### src/common/stv_pkg.sv
// Behaviour
// One trim step adjusts the reference by one sixty-fourth of a sample period.
// Trim is signed, held, shown and stepped within -999 to +999.
// Trim item appears after Up held plus Clock Ref tap on video system item.
// Set while editing trim commits it and returns to time-code readout.
// After commit, Set shows the trim item again; Down there hides it.
// Firmware update and factory restore leave the stored trim unchanged.
// Up and Down held at power-up restore defaults and show the banner.
// Restore: AES/EBU reference, 44.1 kHz, freewheel 8 frames, 100 pulses per frame.
// Restore: start time zero, lines 14-16, servo -1, insert/burn/idle on, others off.
// Resolver reference may be switched to any input at any time; APB access stalls during load, store and trim edit.
// Video clock reference with Generate routes the reference input to VITC path.
// Any other combination routes the program video input to VITC path.
// Frame edges of the selected input time the time-code path.
// Committed settings are kept in non-volatile storage across power cycles.
// Committed trim drives the oscillator control at once and persists.
package stv_pkg;
  // ****************************************************************
  // Register map
  // ****************************************************************
  localparam logic [7:0] ADDR_CTRL = 8'h00;
  localparam logic [7:0] ADDR_CFG = 8'h04;
  localparam logic [7:0] ADDR_FWPPF = 8'h08;
  localparam logic [7:0] ADDR_GEN = 8'h0c;
  localparam logic [7:0] ADDR_VITC = 8'h10;
  localparam logic [7:0] ADDR_TRIM = 8'h14;
  localparam logic [7:0] ADDR_STAT = 8'h18;
  localparam logic [2:0] PRM_LAST = 3'h4;
  localparam logic [2:0] IDX_TRIM = 3'h5;
  localparam logic [2:0] IDX_STAT = 3'h6;
  // ****************************************************************
  // Defaults
  // ****************************************************************
  localparam logic [31:0] CTRL_DEF = 32'h0000_0000;
  localparam logic [31:0] CFG_DEF = 32'h0000_0150;
  localparam logic [31:0] FWPPF_DEF = 32'h0064_0008;
  localparam logic [31:0] GEN_DEF = 32'h0000_0000;
  localparam logic [31:0] VITC_DEF = 32'h00ff_100e;
  localparam logic [4:0][31:0] PRM_DEF = {VITC_DEF, GEN_DEF, FWPPF_DEF, CFG_DEF, CTRL_DEF};
  localparam logic signed [11:0] TRIM_MAX = 12'sh3e7;
  // ****************************************************************
  // Field codes
  // ****************************************************************
  localparam logic [2:0] CR_VIDEO_IN = 3'h1;
  localparam logic [2:0] CR_VIDEO_REF = 3'h2;
  localparam logic [1:0] POS_GENERATE = 2'h0;
  localparam logic [3:0] ITEM_LAST = 4'h9;
  localparam logic [3:0] VIDEO_SYSTEM_MENU_ITEM = 4'h8;
  localparam logic [3:0] OSCILLATOR_TRIM_MENU_ITEM = 4'hf;
  typedef enum logic [2:0] {
    MS_LOAD = 3'b000, MS_STORE = 3'b001, MS_BANNER = 3'b010, MS_TC = 3'b011,
    MS_ITEM = 3'b100, MS_UNLOCK = 3'b101, MS_TRIM_ITEM = 3'b110, MS_TRIM_EDIT = 3'b111
  } stv_menu_t;
  typedef enum logic [1:0] {
    DISP_TC = 2'b00, DISP_ITEM = 2'b01, DISP_VALUE = 2'b10, DISP_BANNER = 2'b11
  } stv_disp_t;
endpackage

### src/common/stv_sw_if.sv
interface stv_sw_if;
  logic set_p;
  logic up_p;
  logic up_r;
  logic down_p;
  logic clk_p;
  logic up_h;
  logic down_h;
  logic clk_h;
  modport src (output set_p, up_p, up_r, down_p, clk_p, up_h, down_h, clk_h);
  modport snk (input set_p, up_p, up_r, down_p, clk_p, up_h, down_h, clk_h);
endinterface

### src/logic/stv_switch.sv
module stv_switch (
  input wire logic core_clk,
  input wire logic sys_rst,
  input wire logic [3:0] sw_raw,
  stv_sw_if.src sw
);
  // Bit order: 0 Set, 1 Up, 2 Down, 3 Clock Ref
  typedef struct packed {
    logic [3:0] held;
    logic [3:0] press;
    logic [3:0] rel;
  } stv_sw_st_t;
  stv_sw_st_t st;
  stv_sw_st_t next_st;
  always_comb begin
    next_st.held = sw_raw;
    next_st.press = sw_raw & ~st.held;
    next_st.rel = ~sw_raw & st.held;
  end
  always_ff @(posedge core_clk) begin
    if (sys_rst) begin
      st <= '0;
    end else begin
      st <= next_st;
    end
  end
  assign sw.set_p = st.press[0];
  assign sw.up_p = st.press[1];
  assign sw.up_r = st.rel[1];
  assign sw.down_p = st.press[2];
  assign sw.clk_p = st.press[3];
  assign sw.up_h = st.held[1];
  assign sw.down_h = st.held[2];
  assign sw.clk_h = st.held[3];
endmodule

### src/logic/stv_route.sv
module stv_route (
  input wire logic core_clk,
  input wire logic sys_rst,
  input wire logic [2:0] clk_ref,
  input wire logic [1:0] pos_ref,
  input wire logic vid_in_sync,
  input wire logic vid_ref_sync,
  output logic route_ref,
  output logic frame_edge
);
  typedef struct packed {
    logic route_ref;
    logic sync_q;
    logic frame_edge;
  } stv_rt_st_t;
  stv_rt_st_t st;
  stv_rt_st_t next_st;
  logic sel_sync;
  always_comb begin
    sel_sync = st.route_ref ? vid_ref_sync : vid_in_sync;
    next_st.route_ref = (clk_ref == stv_pkg::CR_VIDEO_IN || clk_ref == stv_pkg::CR_VIDEO_REF)
                        && pos_ref == stv_pkg::POS_GENERATE;
    next_st.sync_q = sel_sync;
    next_st.frame_edge = sel_sync & ~st.sync_q;
  end
  always_ff @(posedge core_clk) begin
    if (sys_rst) begin
      st <= '0;
    end else begin
      st <= next_st;
    end
  end
  assign route_ref = st.route_ref;
  assign frame_edge = st.frame_edge;
  property p_route_ref;
    @(posedge core_clk) disable iff (sys_rst)
    ((clk_ref == stv_pkg::CR_VIDEO_IN || clk_ref == stv_pkg::CR_VIDEO_REF)
     && pos_ref == stv_pkg::POS_GENERATE) |=> route_ref;
  endproperty
  a_route_ref: assert property (p_route_ref) else $error("reference input not routed");
  property p_route_in;
    @(posedge core_clk) disable iff (sys_rst)
    (pos_ref != stv_pkg::POS_GENERATE
     || (clk_ref != stv_pkg::CR_VIDEO_IN && clk_ref != stv_pkg::CR_VIDEO_REF))
    |=> !route_ref;
  endproperty
  a_route_in: assert property (p_route_in) else $error("program input not routed");
  property p_edge;
    @(posedge core_clk) disable iff (sys_rst)
    (!route_ref && !vid_in_sync) ##1 (!route_ref && vid_in_sync) |=> frame_edge;
  endproperty
  a_edge: assert property (p_edge) else $error("frame edge missed");
endmodule

### src/logic/stv_top.sv
module stv_top (
  input wire logic core_clk,
  input wire logic sys_rst,
  input wire logic [7:0] paddr,
  input wire logic psel,
  input wire logic penable,
  input wire logic pwrite,
  input wire logic [31:0] pwdata,
  output logic [31:0] prdata,
  output logic pready,
  output logic pslverr,
  input wire logic sw_set,
  input wire logic sw_up,
  input wire logic sw_down,
  input wire logic sw_clkref,
  input wire logic vid_in_sync,
  input wire logic vid_ref_sync,
  input wire logic [31:0] nv_rdata,
  output logic [2:0] nv_raddr,
  output logic nv_wr,
  output logic [2:0] nv_waddr,
  output logic [31:0] nv_wdata,
  output logic [1:0] disp_mode,
  output logic [3:0] disp_item,
  output logic [11:0] disp_value,
  output logic factory_restore_banner,
  output logic [11:0] osc_trim,
  output logic [2:0] resolver_sel,
  output logic route_ref,
  output logic frame_edge
);
  // ****************************************************************
  // State
  // ****************************************************************
  typedef struct packed {
    stv_pkg::stv_menu_t ms;
    logic [2:0] idx;
    logic restore;
    logic armed;
    logic [3:0] item;
    logic signed [11:0] edit_val;
    logic signed [11:0] trim;
    logic [4:0][31:0] prm;
    logic [31:0] prdata;
    logic pready;
    logic pslverr;
    logic nv_wr;
    logic [2:0] nv_waddr;
    logic [2:0] nv_raddr;
    logic [31:0] nv_wdata;
    stv_pkg::stv_disp_t disp;
    logic [3:0] disp_item;
    logic signed [11:0] disp_value;
    logic banner;
  } stv_top_st_t;

  stv_top_st_t st;
  stv_top_st_t next_st;
  stv_sw_if sw ();
  logic [2:0] ap_idx;
  logic ap_ok;
  logic bus_open;
  logic [2:0] word;

  // ****************************************************************
  // Helpers
  // ****************************************************************
  // Adds a step and clamps to the displayable trim range
  function automatic logic signed [11:0] trim_add(input logic signed [11:0] v,
                                                  input logic signed [1:0] d);
    logic signed [12:0] s;
    s = 13'(v) + 13'(d);
    if (s > 13'(stv_pkg::TRIM_MAX)) begin
      trim_add = stv_pkg::TRIM_MAX;
    end else if (s < -13'(stv_pkg::TRIM_MAX)) begin
      trim_add = -stv_pkg::TRIM_MAX;
    end else begin
      trim_add = s[11:0];
    end
  endfunction

  // Word-aligned decode of the seven register slots
  function automatic logic addr_ok(input logic [7:0] a);
    addr_ok = (a[1:0] == 2'h0) && (a <= stv_pkg::ADDR_STAT);
  endfunction

  function automatic logic [31:0] trim_word(input logic signed [11:0] t);
    trim_word = {{20{t[11]}}, t};
  endfunction

  // ****************************************************************
  // Submodules
  // ****************************************************************
  stv_switch u_switch (
    .core_clk(core_clk),
    .sys_rst(sys_rst),
    .sw_raw({sw_clkref, sw_down, sw_up, sw_set}),
    .sw(sw.src)
  );

  stv_route u_route (
    .core_clk(core_clk),
    .sys_rst(sys_rst),
    .clk_ref(st.prm[0][2:0]),
    .pos_ref(st.prm[0][4:3]),
    .vid_in_sync(vid_in_sync),
    .vid_ref_sync(vid_ref_sync),
    .route_ref(route_ref),
    .frame_edge(frame_edge)
  );

  // ****************************************************************
  // Next state
  // ****************************************************************
  always_comb begin
    next_st = st;
    next_st.nv_wr = 1'b0;
    ap_ok = addr_ok(paddr);
    ap_idx = paddr[4:2];
    word = st.idx - 3'h1;
    // Bus is held off while the store is walked and while trim is edited,
    // so an APB write never meets a menu write on the storage port
    bus_open = st.ms != stv_pkg::MS_LOAD && st.ms != stv_pkg::MS_STORE
               && st.ms != stv_pkg::MS_TRIM_EDIT;

    // APB: one wait state, write lands at the edge that sees pready
    if (psel && penable && st.pready) begin
      next_st.pready = 1'b0;
      next_st.pslverr = 1'b0;
      if (pwrite && ap_ok && ap_idx <= stv_pkg::PRM_LAST) begin
        next_st.prm[ap_idx] = pwdata;
        next_st.nv_wr = 1'b1;
        next_st.nv_waddr = ap_idx;
        next_st.nv_wdata = pwdata;
      end
    end else if (psel && penable && bus_open) begin
      next_st.pready = 1'b1;
      next_st.pslverr = !ap_ok;
      if (!ap_ok || pwrite) begin
        next_st.prdata = 32'h0000_0000;
      end else if (ap_idx <= stv_pkg::PRM_LAST) begin
        next_st.prdata = st.prm[ap_idx];
      end else if (ap_idx == stv_pkg::IDX_TRIM) begin
        next_st.prdata = trim_word(st.trim);
      end else begin
        next_st.prdata = {24'h00_0000, st.ms, st.restore, st.armed, 1'b0, route_ref, frame_edge};
      end
    end

    // Front-panel menu and storage walks
    unique case (st.ms)
      stv_pkg::MS_LOAD: begin
        if (st.idx == 3'h0) begin
          next_st.restore = sw_up && sw_down;
        end else if (word == stv_pkg::IDX_TRIM) begin
          next_st.trim = trim_add(nv_rdata[11:0], 2'sb00);
        end else if (!st.restore) begin
          next_st.prm[word] = nv_rdata;
        end
        next_st.nv_raddr = st.idx + 3'h1;
        next_st.idx = st.idx + 3'h1;
        if (st.idx == stv_pkg::IDX_STAT) begin
          next_st.idx = 3'h0;
          next_st.nv_raddr = 3'h0;
          next_st.ms = st.restore ? stv_pkg::MS_STORE : stv_pkg::MS_TC;
        end
      end
      stv_pkg::MS_STORE: begin
        // Defaults stay in prm from reset; write them back, trim word untouched
        next_st.nv_wr = 1'b1;
        next_st.nv_waddr = st.idx;
        next_st.nv_wdata = st.prm[st.idx];
        next_st.idx = st.idx + 3'h1;
        if (st.idx == stv_pkg::PRM_LAST) begin
          next_st.idx = 3'h0;
          next_st.ms = stv_pkg::MS_BANNER;
        end
      end
      stv_pkg::MS_BANNER: begin
        if (!sw.up_h && !sw.down_h) begin
          next_st.ms = stv_pkg::MS_TC;
        end
      end
      stv_pkg::MS_TC: begin
        if (sw.set_p) begin
          next_st.item = 4'h0;
          next_st.ms = st.armed ? stv_pkg::MS_TRIM_ITEM : stv_pkg::MS_ITEM;
        end
      end
      stv_pkg::MS_ITEM: begin
        // Up steps on release so a held Up can start the unlock gesture
        if (sw.set_p) begin
          next_st.ms = stv_pkg::MS_TC;
        end else if (st.item == stv_pkg::VIDEO_SYSTEM_MENU_ITEM && sw.up_h && sw.clk_p) begin
          next_st.ms = stv_pkg::MS_UNLOCK;
        end else if (sw.up_r) begin
          next_st.item = (st.item == stv_pkg::ITEM_LAST) ? 4'h0 : st.item + 4'h1;
        end else if (sw.down_p) begin
          next_st.item = (st.item == 4'h0) ? stv_pkg::ITEM_LAST : st.item - 4'h1;
        end
      end
      stv_pkg::MS_UNLOCK: begin
        if (!sw.up_h && !sw.clk_h) begin
          next_st.armed = 1'b1;
          next_st.ms = stv_pkg::MS_TRIM_ITEM;
        end
      end
      stv_pkg::MS_TRIM_ITEM: begin
        if (sw.set_p) begin
          next_st.edit_val = st.trim;
          next_st.ms = stv_pkg::MS_TRIM_EDIT;
        end else if (sw.down_p) begin
          next_st.armed = 1'b0;
          next_st.ms = stv_pkg::MS_TC;
        end
      end
      stv_pkg::MS_TRIM_EDIT: begin
        if (sw.set_p) begin
          next_st.trim = st.edit_val;
          next_st.nv_wr = 1'b1;
          next_st.nv_waddr = stv_pkg::IDX_TRIM;
          next_st.nv_wdata = trim_word(st.edit_val);
          next_st.ms = stv_pkg::MS_TC;
        end else if (sw.up_p) begin
          next_st.edit_val = trim_add(st.edit_val, 2'sb01);
        end else if (sw.down_p) begin
          next_st.edit_val = trim_add(st.edit_val, -2'sb01);
        end
      end
    endcase

    // Display follows the state being entered
    next_st.disp_item = next_st.item;
    next_st.disp_value = next_st.edit_val;
    next_st.banner = 1'b0;
    unique case (next_st.ms)
      stv_pkg::MS_LOAD, stv_pkg::MS_STORE, stv_pkg::MS_TC: begin
        next_st.disp = stv_pkg::DISP_TC;
      end
      stv_pkg::MS_BANNER: begin
        next_st.disp = stv_pkg::DISP_BANNER;
        next_st.banner = 1'b1;
      end
      stv_pkg::MS_ITEM, stv_pkg::MS_UNLOCK: begin
        next_st.disp = stv_pkg::DISP_ITEM;
      end
      stv_pkg::MS_TRIM_ITEM: begin
        next_st.disp = stv_pkg::DISP_ITEM;
        next_st.disp_item = stv_pkg::OSCILLATOR_TRIM_MENU_ITEM;
      end
      stv_pkg::MS_TRIM_EDIT: begin
        next_st.disp = stv_pkg::DISP_VALUE;
      end
    endcase
  end

  always_ff @(posedge core_clk) begin
    if (sys_rst) begin
      st <= '0;
      st.prm <= stv_pkg::PRM_DEF;
    end else begin
      st <= next_st;
    end
  end

  // ****************************************************************
  // Outputs
  // ****************************************************************
  assign prdata = st.prdata;
  assign pready = st.pready;
  assign pslverr = st.pslverr;
  assign nv_raddr = st.nv_raddr;
  assign nv_wr = st.nv_wr;
  assign nv_waddr = st.nv_waddr;
  assign nv_wdata = st.nv_wdata;
  assign disp_mode = st.disp;
  assign disp_item = st.disp_item;
  assign disp_value = st.disp_value;
  assign factory_restore_banner = st.banner;
  // Signed count of 1/64 sample-period steps for the oscillator control
  assign osc_trim = st.trim;
  assign resolver_sel = st.prm[0][2:0];

  // ****************************************************************
  // Checks
  // ****************************************************************
  property p_trim_range;
    @(posedge core_clk) disable iff (sys_rst)
    st.trim <= stv_pkg::TRIM_MAX && st.trim >= -stv_pkg::TRIM_MAX
    && st.edit_val <= stv_pkg::TRIM_MAX && st.edit_val >= -stv_pkg::TRIM_MAX;
  endproperty
  a_trim_range: assert property (p_trim_range) else $error("trim outside range");

  property p_unlock;
    @(posedge core_clk) disable iff (sys_rst)
    $rose(st.armed) |-> $past(st.ms) == stv_pkg::MS_UNLOCK && disp_item
                        == stv_pkg::OSCILLATOR_TRIM_MENU_ITEM;
  endproperty
  a_unlock: assert property (p_unlock) else $error("trim item shown without unlock");

  property p_commit;
    @(posedge core_clk) disable iff (sys_rst)
    (st.ms == stv_pkg::MS_TRIM_EDIT && sw.set_p) |=>
      osc_trim == $past(st.edit_val) && disp_mode == stv_pkg::DISP_TC
      && nv_wr && nv_waddr == stv_pkg::IDX_TRIM;
  endproperty
  a_commit: assert property (p_commit) else $error("trim commit wrong");

  property p_hide;
    @(posedge core_clk) disable iff (sys_rst)
    (st.ms == stv_pkg::MS_TRIM_ITEM && sw.down_p && !sw.set_p) |=>
      !st.armed && st.ms == stv_pkg::MS_TC && disp_mode == stv_pkg::DISP_TC;
  endproperty
  a_hide: assert property (p_hide) else $error("trim item not hidden");

  property p_restore_trim;
    @(posedge core_clk) disable iff (sys_rst)
    st.ms == stv_pkg::MS_STORE |=> $stable(osc_trim) && !(nv_wr && nv_waddr == stv_pkg::IDX_TRIM);
  endproperty
  a_restore_trim: assert property (p_restore_trim) else $error("restore touched trim");

  property p_banner;
    @(posedge core_clk) disable iff (sys_rst)
    $rose(factory_restore_banner) |-> st.restore ##1 (factory_restore_banner || !sw.up_h);
  endproperty
  a_banner: assert property (p_banner) else $error("banner without restore");

  property p_defaults;
    @(posedge core_clk) disable iff (sys_rst)
    $rose(factory_restore_banner) |-> st.prm[1] == stv_pkg::CFG_DEF
                                      && st.prm[2] == stv_pkg::FWPPF_DEF;
  endproperty
  a_defaults: assert property (p_defaults) else $error("restore defaults wrong");

  property p_defaults2;
    @(posedge core_clk) disable iff (sys_rst)
    $rose(factory_restore_banner) |-> st.prm[3] == stv_pkg::GEN_DEF
                                      && st.prm[4] == stv_pkg::VITC_DEF;
  endproperty
  a_defaults2: assert property (p_defaults2) else $error("restore defaults wrong");

  property p_apb_write;
    @(posedge core_clk) disable iff (sys_rst)
    (psel && penable && pready && pwrite && paddr == stv_pkg::ADDR_CTRL) |=>
      nv_wr && nv_waddr == 3'h0 && resolver_sel == $past(pwdata[2:0]);
  endproperty
  a_apb_write: assert property (p_apb_write) else $error("control write lost");
endmodule

### config.mk
export PLATFORM = sky130hd
export DESIGN_NAME = stv_top
export DESIGN_NICKNAME = d
export VERILOG_FILES = /design/src/common/stv_pkg.sv /design/src/common/stv_sw_if.sv /design/src/logic/stv_switch.sv /design/src/logic/stv_route.sv /design/src/logic/stv_top.sv
export SDC_FILE = /design/constraint.sdc
export NUM_CORES = 1
export LEC_CHECK = 0
export ABC_AREA = 1
export BUFFER_PORTS_ARGS = -buffer_cell sky130_fd_sc_hd__buf_2
export CORE_MARGIN = 2
export CORE_UTILIZATION = 33
export DETAILED_ROUTE_END_ITERATION = 8
export PLACE_DENSITY_LB_ADDON = 0.12
export SETUP_SLACK_MARGIN = 0.15
export SLEW_MARGIN = 10
export SYNTH_ARGS = -nofsm -noshare
export SYNTH_HDL_FRONTEND = slang
export SYNTH_SLANG_ARGS = --single-unit
### constraint.sdc
create_clock -name core_clk -period 5.6 [get_ports core_clk]
set_input_delay 1.12 -clock core_clk [delete_from_list [all_inputs] [get_ports core_clk]]
set_output_delay 1.12 -clock core_clk [all_outputs]
set_load 0.02 [all_outputs]
==> metrics.md <==
| Metric | Value |
|---|---|
| Status | complete, no violations |
| Critical-path cell list | buf_2 -> nand2_2 -> inv_2 -> nand2_1 -> nand2_1 -> nor4_4 -> nand3_2 -> clkinv_2 -> nand3_4 -> a21oi_1 -> o21ai_0 -> o211ai_1 -> inv_1 |
| Iteration-0 DRC Markers | 2146 |
| Peak supply drop | 0.1800 mV |
| FF-to-FF Start | st[282]$_SDFFE_PP0P_ |
| # port buffers | 191 |
| Post-CTS setup buffers | 0 |
| CTS Sinks | 288 |
| Overall routing resource usage | 0.2508 |
| Number of buffers and inverters on the critical path | 4 |
| Commonest non-fill, non-tap cell in the layout | nand2_1 |
| Unique cell type count in the Yosys netlist | 56 |
| Syn Std Cell Area | 17560 sq um |
| H-tree Lvls | 2 |
| Worst hold path class | reg -> reg |
| Vias in the first global route | 17000 |
| Max FO, Critical Path | 64 |
| Synth area leaders | dfxtp_1 (33%), o21ai_0 (11%), a21oi_1 (11%) |
| TritonCTS clock tree | yes |
| Placed Cells | 3328 |
| Post-DR wirelength/cell | 21.17 um |
| DIE WIDTH | 234.7 um |
| Tmin final | 3.937 ns |
| Register bit total from synthesis | 288 |
| Commonest cells after routing, fill and taps aside | nand2_1 (464), o21ai_0 (389), a21oi_1 (384), inv_1 (366), dfxtp_1 (287) |
| Synth Net Count | 2807 |
| Leak | 8.938 nW |
| Post-synth EDFFs | 0 |
| Crit path DAT | 4.39 ns |
| Worst stage delay on the critical path | 0.90 ns |
| Pwr/cell area | 292.1 nW/um^2 |
| Async SR Flop Fraction | 0 |
| Unrepaired setup endpoints after global routing | no |
| Initial core utilization | 0.3342 |
| Actual slew at the worst max-slew pin | 1.208 ns |
| N_diodes | 0 |
| Top Ports | 192 |
| Core Area | 52550 sq um |
| Largest net degree at the start of global routing | 93 |
| Max_slew headroom | 0.1949 |
| Hold Crit Start | u_route.st[1]$_SDFF_PP0_ |
| Layout cells sized above 1 | 0.1148 |
| TNS Setup | 0 ns |
| Register-to-Register Path Depth | 12 |
| Clock Skew | 0.02317 ns |
| Die Y-Extent | 234.7 um |
| Area after DPL | 18040 sq um |
| CP max stage cell | nand3_4 |
| Clock buffer depth | 3 |
| Initial antenna violation count | 2 |
| Via count | 18540 |
| Pwr Total | 5.593 mW |
| WL final | 71730 um |
| TritonRoute pass-1 iters | 6 |
| Die ar. | 55080 sq um |
| R2R setup slack | 1.72 ns |
| First-pass GRT wire length | 107400 um |
| Clock transition at path regs | 0.06 ns |
| FF-to-FF End | st[167]$_SDFF_PP0_ |
| Design area | 19150 sq um |
| DRT antenna net count | 0 |
| Total CTS buffers | 37 |
| Startpoint type of the worst setup path | input port |
| Fmax | 0.2540 GHz |
| Seq/Total Area, Yosys | 0.3283 |
| Synth area leader | dfxtp_1 |
| Final hold vios | 0 |
| Worst EP required | 6.05 ns |
| Row count | 84 |
| Crit Path Category | in -> reg |
| Clk root buf | clkbuf_16 |
| Crit end category | register |
| CP delay by family, top | simple AND/OR/NAND/NOR gates |
| Non-Filler Instances | 3388 |
| Pins Over Slew Limit | 0 |
| Critical path's most frequent cell | nand2_1 |
| Synth warn | 0 |
| Top cell type's share of synthesized area | 0.3283 |
| GRT overflow | 0 |
| Routability Congestion | 0.8634 |
| Max-cap violation count | 0 |
| Hold Slack | 0.3907 ns |
| Layout fillers | 5781 |
| # hold bufs at CTS | 0 |
| Ys flop type | dfxtp_1 |
| Hold Path End | u_route.frame_edge$_SDFF_PP0_ |
| Fin nets | 2771 |
| DP HPWL | 45690 um |
| Final period utilization | 0.7031 |
| Setup violations, final | 0 |
| Avg Cell Area, Syn | 6.468 sq um |
| DR vias/cell | 5.472 |
| Post-CTS resize count | 0 |
| Hold Path Cell Cnt | 1 |
| Area grow syn2layout | 9.020% |
| Clk Latency, worst-skew pair | 0.56 ns |
| Mapped Cells | 2715 |
| DRC violations left | 0 |
## flip-flops by register name, indices dropped and copies added, names as in the netlist, 2 cells and up
name and cells:
st 169, nv_wdata 32, prdata 32, disp_value 12
osc_trim 12, disp_item 4, nv_raddr 3, nv_waddr 3
resolver_sel 3, disp_mode 2
## cell families (layout without fill, tap and decap cells)
kind of cell    after synthesis  after routing  share of synthesized area
buf+inv                     672            657                     0.1711
simple gates                724            724                     0.1763
fa+ha+maj                     9              9                   0.006412
xor+xnor                      4              4                   0.001995
mux                           1              1                  0.0005700
compound gates             1017           1017                     0.3153
flops                       288            288                     0.3283
## where the power goes
group	internal (mW)	switching (mW)
Sequential	2.18	0.0938
Clock	1.32	0.970
Combinational	0.303	0.718
Total	3.81	1.78
## stage by stage
stage                 util  setup WS (ns)
detailed placement  0.3432          1.210
floorplan                -          2.956
global placement    0.3432          1.269
CTS                 0.3642          1.737
finish              0.3643          1.663
global route        0.3643          1.353
## synthesized netlist by cell type (3+ instances only)
cell type / n
a221oi_1: 5
o21ai_0: 389
nand4_1: 11
o22ai_1: 7
dfxtp_1: 288
a211oi_1: 7
inv_2: 9
inv_1: 367
nor4_1: 3
nor3_1: 10
o211ai_1: 71
a21oi_1: 384
nor2_8: 5
o221ai_1: 4
buf_4: 113
ha_1: 9
nor2_4: 3
nand3_1: 110
o2111ai_1: 27
a31oi_1: 33
xor2_1: 3
a311o_1: 3
nand2_1: 464
buf_2: 43
nor2_1: 103
o21ai_1: 73
buf_1: 9
nor2_2: 3
clkbuf_1: 126
## worst max path at each step
stage                                     from                        to  slack, ns  cells after the start
after global routing      st[282]$_SDFFE_PP0P_        st[167]$_SDFF_PP0_       1.35                     12
final                                 paddr[4]        st[161]$_SDFF_PP0_       1.66                     13
after detailed placement              paddr[4]        st[172]$_SDFF_PP0_       1.21                     13
after global placement                paddr[3]        st[175]$_SDFF_PP0_       1.27                     13
after floorplan                       paddr[2]        st[211]$_SDFF_PP0_       2.96                     12
after CTS                   st[287]$_SDFF_PP0_  osc_trim[0]$_SDFFE_PP0P_       1.74                      9
## layout make-up
cell class / instances / area [sq um] / share of cell area
multi-input combinational: 1755 / 8821 / 0.4607
sequential: 288 / 5769 / 0.3013
inverter: 380 / 1430 / 0.07470
timing repair buffer: 217 / 1160 / 0.06058
clock buffer: 52 / 1032 / 0.05391
tap: 688 / 860.8 / 0.04496
clock inverter: 8 / 72.57 / 0.003790
## layer usage
metal,GRT usage,vias to the layer above,share of wire
met2,0.3902,855,0.44
met3,0.03889,125,0.079
met4,0.08381,2,0.030
met5,0,-,0.00018
met1,0.3527,8644,0.45
li1,-,8914,-
(Power assumes the default switching activity.)
